[src/hdl/lockout_defs.svh]
// Purpose: constants for the fault lockout monitor
// Assumes: register numbers are used directly as register addresses
// Notes: definitions only
`ifndef LOCKOUT_DEFS_SVH
`define LOCKOUT_DEFS_SVH

// ****************************************************************
// register numbers
// ****************************************************************
`define REG_S1_TALLY 16'h9D45
`define REG_S1_LIMIT 16'h9D46
`define REG_S1_PERIOD 16'h9D47
`define REG_S2_TALLY 16'h9D48
`define REG_S2_LIMIT 16'h9D49
`define REG_S2_PERIOD 16'h9D4A
`define REG_S3_TALLY 16'h9D4B
`define REG_S3_LIMIT 16'h9D4C
`define REG_S3_PERIOD 16'h9D4D
`define REG_S2_SEL_A 16'h9D52
`define REG_S2_SEL_B 16'h9D53
`define REG_S2_SEL_CTRL 16'h9D54
`define REG_S2_SEL_BRG 16'h9D55
`define REG_S3_SEL_A 16'h9D56
`define REG_S3_SEL_B 16'h9D57
`define REG_S3_SEL_CTRL 16'h9D58
`define REG_S3_SEL_BRG 16'h9D59
`define REG_CLEAR 16'hA3A7
`define REG_LOCK_STAT 16'h9D5A

// ****************************************************************
// reset values, access, limits
// ****************************************************************
`define LIMIT_RST 16'h0003
`define PERIOD_RST 16'h003C
`define SEL_RST 16'h0000
`define CLEAR_RST 16'h0000
`define CLEAR_MAX 16'h0001
`define CLEAR_GO 16'h0001
`define WR_LEVEL 2'h2
`define TALLY_MAX 16'hFFFF
`define ONE16 16'h0001

// ****************************************************************
// fixed first-slot selection and summary bit positions
// ****************************************************************
`define S1_SEL_A 16'h007F
`define SUM_SENSOR_BIT 14
`define SUM_CTRL_BIT 15
`define SUM_BEARING_BIT 15

`endif

[src/hdl/lockout_pkg.sv]
// Purpose: types for the fault lockout monitor
// Assumes: nothing
// Notes: constants live in lockout_defs.svh
package lockout_pkg;
    typedef logic [15:0] word_t;
    typedef logic [1:0] level_t;
    typedef enum logic [1:0] {
        CLR_IDLE = 2'b00,
        CLR_ARMED = 2'b01,
        CLR_RESET = 2'b10
    } clear_state_e;
endpackage

[src/hdl/fault_lockout_monitor.sv]
// Purpose: counts selected faults per slot and locks the compressor out
// Assumes: fault words and strobes come from logic on MCLK
// Notes: RESET stands for the power cycle, the only way out of lockout
`timescale 1ns/10ps
`include "lockout_defs.svh"
`default_nettype none

module fault_lockout_monitor (
    input wire logic MCLK,
    input wire logic RESET,
    input wire lockout_pkg::word_t FAULT_WORD_A,
    input wire lockout_pkg::word_t FAULT_WORD_B,
    input wire lockout_pkg::word_t CTRL_FAULTS,
    input wire lockout_pkg::word_t BEARING_FAULTS,
    input wire logic INVERTER_ERROR,
    input wire logic TIME_TICK,
    input wire logic FAULT_MODE,
    input wire logic RESET_DONE,
    input wire logic REG_RD,
    input wire logic REG_WR,
    input wire lockout_pkg::word_t REG_ADDR,
    input wire lockout_pkg::word_t REG_WDATA,
    input wire lockout_pkg::level_t ACCESS_LEVEL,
    output lockout_pkg::word_t REG_RDATA,
    output logic REG_ACK,
    output logic REG_ERR,
    output logic LOCKOUT,
    output logic FULL_RESET,
    output logic INLET_VANE_INIT,
    output logic READY_FOR_DEMAND
);
    import lockout_pkg::*;

    // ****************************************************************
    // functions
    // ****************************************************************
    function automatic logic slot_hit(
        input word_t ra, input word_t rb, input word_t rc,
        input word_t rd, input word_t sa, input word_t sb,
        input word_t sc, input word_t sd);
        slot_hit = (|(ra & sa)) | (|(rb & sb)) | (|(rc & sc))
            | (|(rd & sd));
    endfunction

    function automatic word_t sat_inc(input word_t v);
        if (v == `TALLY_MAX) begin
            sat_inc = v;
        end else begin
            sat_inc = v + `ONE16;
        end
    endfunction

    // ****************************************************************
    // storage
    // ****************************************************************
    word_t tally_r [0:2];
    word_t limit_r [0:2];
    word_t period_r [0:2];
    word_t timer_r [0:2];
    logic running_r [0:2];
    word_t sel_a_r [1:2];
    word_t sel_b_r [1:2];
    word_t sel_c_r [1:2];
    word_t sel_d_r [1:2];
    word_t prev_a_r;
    word_t prev_b_r;
    word_t prev_c_r;
    word_t prev_d_r;
    word_t clear_r;
    logic lockout_r;
    clear_state_e clr_state_r;
    clear_state_e clr_state_nxt;
    word_t eff_a;
    word_t eff_c;
    word_t rise_a;
    word_t rise_b;
    word_t rise_c;
    word_t rise_d;
    logic hit [0:2];
    logic trip;
    logic wr_ok;
    logic wr_map;
    logic rd_map;
    word_t rd_val;
    logic clear_wr;

    // ****************************************************************
    // summary bits and new fault edges
    // ****************************************************************
    always_comb begin
        eff_a = FAULT_WORD_A;
        eff_c = CTRL_FAULTS;
        eff_a[`SUM_SENSOR_BIT] = FAULT_WORD_A[`SUM_SENSOR_BIT]
            | (|FAULT_WORD_B);
        eff_a[`SUM_CTRL_BIT] = FAULT_WORD_A[`SUM_CTRL_BIT]
            | (|CTRL_FAULTS) | (|BEARING_FAULTS);
        eff_c[`SUM_BEARING_BIT] = CTRL_FAULTS[`SUM_BEARING_BIT]
            | (|BEARING_FAULTS);
    end

    // after power returns prev is zero, so a present fault counts again
    always_ff @(posedge MCLK or posedge RESET) begin
        if (RESET) begin
            prev_a_r <= `SEL_RST;
            prev_b_r <= `SEL_RST;
            prev_c_r <= `SEL_RST;
            prev_d_r <= `SEL_RST;
        end else begin
            prev_a_r <= eff_a;
            prev_b_r <= FAULT_WORD_B;
            prev_c_r <= eff_c;
            prev_d_r <= BEARING_FAULTS;
        end
    end

    assign rise_a = eff_a & ~prev_a_r;
    assign rise_b = FAULT_WORD_B & ~prev_b_r;
    assign rise_c = eff_c & ~prev_c_r;
    assign rise_d = BEARING_FAULTS & ~prev_d_r;

    // ****************************************************************
    // slot qualification
    // ****************************************************************
    always_comb begin
        hit[0] = slot_hit(rise_a, rise_b, rise_c, rise_d,
            `S1_SEL_A, `SEL_RST, `SEL_RST, `SEL_RST);
        hit[1] = slot_hit(rise_a, rise_b, rise_c, rise_d,
            sel_a_r[1], sel_b_r[1], sel_c_r[1], sel_d_r[1]);
        hit[2] = slot_hit(rise_a, rise_b, rise_c, rise_d,
            sel_a_r[2], sel_b_r[2], sel_c_r[2], sel_d_r[2]);
    end

    // ****************************************************************
    // register write decode
    // ****************************************************************
    assign wr_ok = REG_WR && (ACCESS_LEVEL >= `WR_LEVEL);

    always_comb begin
        case (REG_ADDR)
            `REG_S1_LIMIT, `REG_S1_PERIOD, `REG_S2_LIMIT,
            `REG_S2_PERIOD, `REG_S3_LIMIT, `REG_S3_PERIOD,
            `REG_S2_SEL_A, `REG_S2_SEL_B, `REG_S2_SEL_CTRL,
            `REG_S2_SEL_BRG, `REG_S3_SEL_A, `REG_S3_SEL_B,
            `REG_S3_SEL_CTRL, `REG_S3_SEL_BRG: begin
                wr_map = 1'b1;
            end
            `REG_CLEAR: begin
                wr_map = (REG_WDATA <= `CLEAR_MAX);
            end
            default: begin
                wr_map = 1'b0;
            end
        endcase
    end

    assign clear_wr = wr_ok && (REG_ADDR == `REG_CLEAR) && wr_map;

    // ****************************************************************
    // slot configuration registers
    // ****************************************************************
    always_ff @(posedge MCLK or posedge RESET) begin
        if (RESET) begin
            for (int s = 0; s < 3; s++) begin
                limit_r[s] <= `LIMIT_RST;
                period_r[s] <= `PERIOD_RST;
            end
            for (int s = 1; s < 3; s++) begin
                sel_a_r[s] <= `SEL_RST;
                sel_b_r[s] <= `SEL_RST;
                sel_c_r[s] <= `SEL_RST;
                sel_d_r[s] <= `SEL_RST;
            end
        end else if (wr_ok) begin
            case (REG_ADDR)
                `REG_S1_LIMIT: limit_r[0] <= REG_WDATA;
                `REG_S1_PERIOD: period_r[0] <= REG_WDATA;
                `REG_S2_LIMIT: limit_r[1] <= REG_WDATA;
                `REG_S2_PERIOD: period_r[1] <= REG_WDATA;
                `REG_S3_LIMIT: limit_r[2] <= REG_WDATA;
                `REG_S3_PERIOD: period_r[2] <= REG_WDATA;
                `REG_S2_SEL_A: sel_a_r[1] <= REG_WDATA;
                `REG_S2_SEL_B: sel_b_r[1] <= REG_WDATA;
                `REG_S2_SEL_CTRL: sel_c_r[1] <= REG_WDATA;
                `REG_S2_SEL_BRG: sel_d_r[1] <= REG_WDATA;
                `REG_S3_SEL_A: sel_a_r[2] <= REG_WDATA;
                `REG_S3_SEL_B: sel_b_r[2] <= REG_WDATA;
                `REG_S3_SEL_CTRL: sel_c_r[2] <= REG_WDATA;
                `REG_S3_SEL_BRG: sel_d_r[2] <= REG_WDATA;
                default: begin
                end
            endcase
        end
    end

    // ****************************************************************
    // tallies and accumulate windows
    // ****************************************************************
    // a fault in the cycle the window ends keeps the running window open
    always_ff @(posedge MCLK or posedge RESET) begin
        if (RESET) begin
            for (int s = 0; s < 3; s++) begin
                tally_r[s] <= `SEL_RST;
                timer_r[s] <= `SEL_RST;
                running_r[s] <= 1'b0;
            end
        end else begin
            for (int s = 0; s < 3; s++) begin
                if (hit[s]) begin
                    tally_r[s] <= sat_inc(tally_r[s]);
                    if (!running_r[s]) begin
                        running_r[s] <= 1'b1;
                        timer_r[s] <= `SEL_RST;
                    end else if (TIME_TICK) begin
                        timer_r[s] <= sat_inc(timer_r[s]);
                    end
                end else if (running_r[s] && TIME_TICK) begin
                    if (sat_inc(timer_r[s]) >= period_r[s]
                        && !lockout_r) begin
                        tally_r[s] <= `SEL_RST;
                        timer_r[s] <= `SEL_RST;
                        running_r[s] <= 1'b0;
                    end else begin
                        timer_r[s] <= sat_inc(timer_r[s]);
                    end
                end
            end
        end
    end

    // ****************************************************************
    // lockout
    // ****************************************************************
    always_comb begin
        trip = INVERTER_ERROR;
        for (int s = 0; s < 3; s++) begin
            if (tally_r[s] > limit_r[s]) begin
                trip = 1'b1;
            end
        end
    end

    // only RESET, the power cycle, releases the lockout
    always_ff @(posedge MCLK or posedge RESET) begin
        if (RESET) begin
            lockout_r <= 1'b0;
        end else if (trip) begin
            lockout_r <= 1'b1;
        end
    end

    // ****************************************************************
    // clear faults register and full reset sequence
    // ****************************************************************
    always_ff @(posedge MCLK or posedge RESET) begin
        if (RESET) begin
            clear_r <= `CLEAR_RST;
        end else if (clear_wr && !lockout_r) begin
            clear_r <= REG_WDATA;
        end else if (clr_state_r == CLR_RESET && RESET_DONE) begin
            clear_r <= `CLEAR_RST;
        end else if (lockout_r) begin
            clear_r <= `CLEAR_RST;
        end
    end

    always_comb begin
        clr_state_nxt = clr_state_r;
        case (clr_state_r)
            CLR_IDLE: begin
                if (clear_wr && REG_WDATA == `CLEAR_GO && !lockout_r) begin
                    clr_state_nxt = CLR_ARMED;
                end
            end
            CLR_ARMED: begin
                if (lockout_r) begin
                    clr_state_nxt = CLR_IDLE;
                end else if (clear_r != `CLEAR_GO) begin
                    clr_state_nxt = CLR_IDLE;
                end else if (FAULT_MODE) begin
                    clr_state_nxt = CLR_RESET;
                end
            end
            CLR_RESET: begin
                if (RESET_DONE) begin
                    clr_state_nxt = CLR_IDLE;
                end
            end
            default: begin
                clr_state_nxt = CLR_IDLE;
            end
        endcase
    end

    always_ff @(posedge MCLK or posedge RESET) begin
        if (RESET) begin
            clr_state_r <= CLR_IDLE;
        end else begin
            clr_state_r <= clr_state_nxt;
        end
    end

    // one-cycle pulse on entry to the reset phase
    always_ff @(posedge MCLK or posedge RESET) begin
        if (RESET) begin
            FULL_RESET <= 1'b0;
            INLET_VANE_INIT <= 1'b0;
        end else begin
            FULL_RESET <= (clr_state_r == CLR_ARMED)
                && (clr_state_nxt == CLR_RESET);
            INLET_VANE_INIT <= (clr_state_r == CLR_ARMED)
                && (clr_state_nxt == CLR_RESET);
        end
    end

    always_ff @(posedge MCLK or posedge RESET) begin
        if (RESET) begin
            READY_FOR_DEMAND <= 1'b0;
        end else begin
            READY_FOR_DEMAND <= !trip && !lockout_r
                && (clr_state_nxt != CLR_RESET);
        end
    end

    assign LOCKOUT = lockout_r;

    // ****************************************************************
    // register read and answer
    // ****************************************************************
    always_comb begin
        rd_map = 1'b1;
        case (REG_ADDR)
            `REG_S1_TALLY: rd_val = tally_r[0];
            `REG_S1_LIMIT: rd_val = limit_r[0];
            `REG_S1_PERIOD: rd_val = period_r[0];
            `REG_S2_TALLY: rd_val = tally_r[1];
            `REG_S2_LIMIT: rd_val = limit_r[1];
            `REG_S2_PERIOD: rd_val = period_r[1];
            `REG_S3_TALLY: rd_val = tally_r[2];
            `REG_S3_LIMIT: rd_val = limit_r[2];
            `REG_S3_PERIOD: rd_val = period_r[2];
            `REG_S2_SEL_A: rd_val = sel_a_r[1];
            `REG_S2_SEL_B: rd_val = sel_b_r[1];
            `REG_S2_SEL_CTRL: rd_val = sel_c_r[1];
            `REG_S2_SEL_BRG: rd_val = sel_d_r[1];
            `REG_S3_SEL_A: rd_val = sel_a_r[2];
            `REG_S3_SEL_B: rd_val = sel_b_r[2];
            `REG_S3_SEL_CTRL: rd_val = sel_c_r[2];
            `REG_S3_SEL_BRG: rd_val = sel_d_r[2];
            `REG_CLEAR: rd_val = clear_r;
            `REG_LOCK_STAT: rd_val = {15'h0000, lockout_r};
            default: begin
                rd_val = `SEL_RST;
                rd_map = 1'b0;
            end
        endcase
    end

    always_ff @(posedge MCLK or posedge RESET) begin
        if (RESET) begin
            REG_RDATA <= `SEL_RST;
            REG_ACK <= 1'b0;
            REG_ERR <= 1'b0;
        end else begin
            REG_ACK <= REG_RD || REG_WR;
            REG_ERR <= (REG_RD && !rd_map)
                || (REG_WR && !(wr_ok && wr_map));
            if (REG_RD) begin
                REG_RDATA <= rd_val;
            end
        end
    end

endmodule // fault_lockout_monitor

`default_nettype wire

[config.mk]
export PLATFORM = sky130hd
export DESIGN_NAME = fault_lockout_monitor
export DESIGN_NICKNAME = d
export VERILOG_FILES = /design/src/hdl/lockout_pkg.sv /design/src/hdl/fault_lockout_monitor.sv
export VERILOG_INCLUDE_DIRS = /design/src /design/src/hdl
export SDC_FILE = /design/constraint.sdc
export NUM_CORES = 1
export LEC_CHECK = 0
export BUFFER_PORTS_ARGS = -buffer_cell sky130_fd_sc_hd__buf_2
export CAP_MARGIN = 40
export CORE_MARGIN = 1
export CORE_UTILIZATION = 40
export CTS_CLUSTER_DIAMETER = 200
export DETAILED_ROUTE_END_ITERATION = 16
export GPL_TIMING_DRIVEN = 0
export PLACE_DENSITY = 0.55
export RECOVER_POWER = 100
export SETUP_SLACK_MARGIN = 0.1
export SLEW_MARGIN = 20
export SYNTH_ARGS = -nofsm -noshare
export SYNTH_HDL_FRONTEND = slang
export SYNTH_SLANG_ARGS = --single-unit
[constraint.sdc]
create_clock -name MCLK -period 20.5 [get_ports MCLK]
set_input_delay 2.05 -clock MCLK [delete_from_list [all_inputs] [get_ports MCLK]]
set_output_delay 2.05 -clock MCLK [all_outputs]
set_load 0.05 [all_outputs]
==> run summary <==
Status: complete, but fails checks
Failing checks: max-capacitance violations, max-slew violations
Switching power: 614.1 uW
FF+latch count, synth: 426
Critical Path Start Type: input port
Setup Fix Bufs, Post-CTS: 0
Most used routing layer: met2
DR vias: 20280
Crit Path Category: input port to async pin
Number of enable flip-flop cells after synthesis: 0
Vias per cell: 6.248
Die width: 243.3 um
Power, Total: 2145 uW
Ys flop type: dfrtp_1
Largest net degree at the start of global routing: 99
CTS Root Cell: clkbuf_16
Multi-input logic area: 11550 um^2
Flip-flop and latch area: 10680 um^2
Starting Density: 0.4043
CTS tree: done
TNS Setup: 0 ps
Clock latency on the worst-skew pair: 630 ps
Antenna Violating Nets Remaining: 0
Minimum clock period after layout: 9130 ps
Compound-Gate Fraction of Synth Area: 0.1370
Met3 Usage GRT: 0.07601
Adder-cell share of the synthesized area: 0.05482
Die Y: 243.3 um
Io pins: 128
# hold bufs at CTS: 0
Largest family of logic cells by synthesized area: simple AND/OR/NAND/NOR gates
Antenna violations before repair: 9
# rows: 88
Final #Nets: 2643
Slowest cell on crit path: clkbuf_1
Seq/Total Area, Yosys: 0.4588
Fmax: 0.1095 GHz
M2 GR Usage: 0.5050
Crit path capture type: async pin
Area growth syn-to-layout: 14.71%
Initial DRC count: 2387
Peak supply drop: 0.07166 mV
Ys Warns: 0
Worst Path Max Fanout: 98
Die Footprint: 59180 um^2
Seq pwr share: 0.429
R2r setup slk: 14350 ps
First-pass GRT wire length: 142200 um
Unrepaired setup endpoints after global routing: false
Util after Layout: 0.4638
Req. time, crit path: 19870 ps
Simple-Gate Fraction of Synth Area: 0.1864
Area leader, netlist: dfrtp_1
Setup violators final: 0
HPWL Detailed: 78040 um
Global Route Usage Sum: 0.3335
Syn Inst Count: 2228
Number of port buffers: 122
GR Util met1: 0.4700
Mux cell area share after synthesis: 0.1048
Slew Limit Fails: 373
Max Cap Violations: 7
Ys async rst share: 1.000
DRC viols: 0
Syn Area/Cell: 10.45 um^2
Distinct cells, synth: 77
DR pass1 iterations: 5
H-tree Lvls: 2
Per-cell routed wire length: 30.52 um
Slew Limit Headroom: -2.744
Gr ovfl total: 0
Share of power burned in the clock network: 0.444
Placement Setup Slack: 15250 ps
Synthesized area: 23280 um^2
CTS sink cnt: 426
Cell Int Power: 1531 uW
Post-Route WL: 99080 um
Longest Clk Path Bufs: 3
Layout cells sized above 1: 0.1586
Tcrit/Tclk final: 0.4453
CP peak stage delay: 4070 ps
Clock skew: 27.95 ps
Fillers: 5485
CTS Buf Count: 51
Synth top area share: 0.4385
Clock-pin slew on the worst setup and hold paths: 50 ps
Pleak: 0.01199 uW
Syn nets: 2436
Core area: 57590 um^2
Ranking of synthesized cells by area: dfrtp_1 44%, mux2_2 9.3%, ha_1 5.5%
Combinational share of power: 0.127
WP data arrival: 8500 ps
Hold Path Class: register to register
Net Sw Frac: 0.2863
Post-Synth XOR/XNOR Area: 0.01693
GP Congestion: 1.006
Slew @ Worst Pin: 5616 ps
Post-cts gate resize count: 0
P per Cell Area: 80.31 nW/um^2
Vias in the first global route: 19590
Critical-path cell list: buf_2, clkinvlp_2, clkbuf_1
Final WS setup: 11370 ps
Final Hold Vio Count: 0
## cell usage after synthesis, types with 17 or more instances
| library cell | number |
|---|---|
| buf_2 | 18 |
| mux2i_1 | 20 |
| dfrtp_1 | 408 |
| ha_1 | 102 |
| xnor2_1 | 30 |
| o211ai_1 | 17 |
| a22oi_1 | 89 |
| nand4_1 | 88 |
| a21oi_1 | 38 |
| nand3b_1 | 114 |
| a221oi_1 | 25 |
| nor2_1 | 91 |
| nand2_1 | 146 |
| inv_1 | 143 |
| clkbuf_1 | 71 |
| nand3_1 | 75 |
| nor3_1 | 39 |
| and2_1 | 32 |
| nor2b_1 | 25 |
| and3_1 | 28 |
| a22o_1 | 37 |
| mux2_2 | 193 |
| o21ai_0 | 83 |
| a21o_1 | 26 |
| nor4_1 | 37 |
| nand2b_1 | 17 |
| dfstp_2 | 18 |
## power groups by stage
stage	Combinational [uW]	Sequential (uW)	Clock, uW
finish	272	921	952
global placement	260	932	0
floorplan	180	915	0
detailed placement	273	933	0
global route	300	924	995
CTS	275	918	963
## state kept, by name, indices dropped and copies added, names as in the netlist, 2 cells and up
| register | flops |
|---|---|
| tally_r | 48 |
| timer_r | 48 |
| REG_RDATA | 16 |
| sel_c_r | 32 |
| period_r | 48 |
| sel_a_r | 32 |
| clear_r | 16 |
| clr_state_r | 2 |
| sel_d_r | 32 |
| prev_a_r | 16 |
| limit_r | 48 |
| running_r | 3 |
| prev_c_r | 16 |
| sel_b_r | 32 |
| prev_d_r | 16 |
| prev_b_r | 16 |
## routing by layer
layer	wire (um)	vias to the layer above
met5	27	-
met1	42290	10300
met3	9928	201
li1	-	8722
met4	3636	4
met2	43200	1056
## layout by cell type (no fill, tap or decap), types with 41 or more instances in the layout
| cell type | n |
|---|---|
| mux2_2 | 193 |
| nand4_1 | 90 |
| nand3_1 | 75 |
| inv_1 | 142 |
| clkbuf_16 | 52 |
| nor2_1 | 94 |
| dfrtp_1 | 408 |
| a22oi_1 | 89 |
| clkbuf_1 | 190 |
| nand2_1 | 146 |
| buf_2 | 48 |
| ha_1 | 102 |
| o21ai_0 | 83 |
| nand3b_1 | 114 |
| nor4_1 | 41 |
## kinds of logic (layout without fill, tap and decap cells)
family,Yosys count,in the layout
AO/OA/AOI/OAI,435,435
XOR/XNOR,45,45
adder cells (fa/ha/maj),102,102
buffers and inverters,243,493
flip-flops,426,426
multiplexers,216,216
other,0,3
AND/OR/NAND/NOR,761,761
## worst max-delay path: cells and delay by family
kind | cells | cell delay, ps
buffers and inverters | 3 | 6330
## stage by stage
| step | hold WS (ps) | cell area [um^2] | instances |
|---|---|---|---|
| after detailed placement | 502.4 | 25280 | 3145 |
| after global placement | 502.5 | 24850 | 3115 |
| after global routing | 533.2 | 26700 | 3244 |
| after CTS | 519.7 | 27030 | 3241 |
| after floorplan | 466.9 | 23280 | 2228 |
| final | 518.0 | 26710 | 3246 |
## path summary, 6_finish.rpt
check	from	endpoint	depth (start not counted)
hold reg to reg	timer_r[28]	timer_r[28]	1
hold / removal	timer_r[28]	timer_r[28]	1
setup / recovery	RESET	timer_r[7]	3
max in group MCLK	timer_r[3]	timer_r[1]	16
setup reg to reg	timer_r[3]	timer_r[1]	16
min in group asynchronous	RESET	sel_c_r[28]	2
## cell type report
type | count | area share
Multi-Input combinational cell | 1559 | 0.4324
Sequential cell | 426 | 0.4000
Clock buffer | 83 | 0.05945
Tap cell | 765 | 0.03584
Timing Repair Buffer | 154 | 0.03073
Inverter | 145 | 0.02043
Buffer | 98 | 0.01490
Clock inverter | 13 | 0.006043
Antenna cell | 3 | 0.0002811
(Power assumes the default switching activity.)
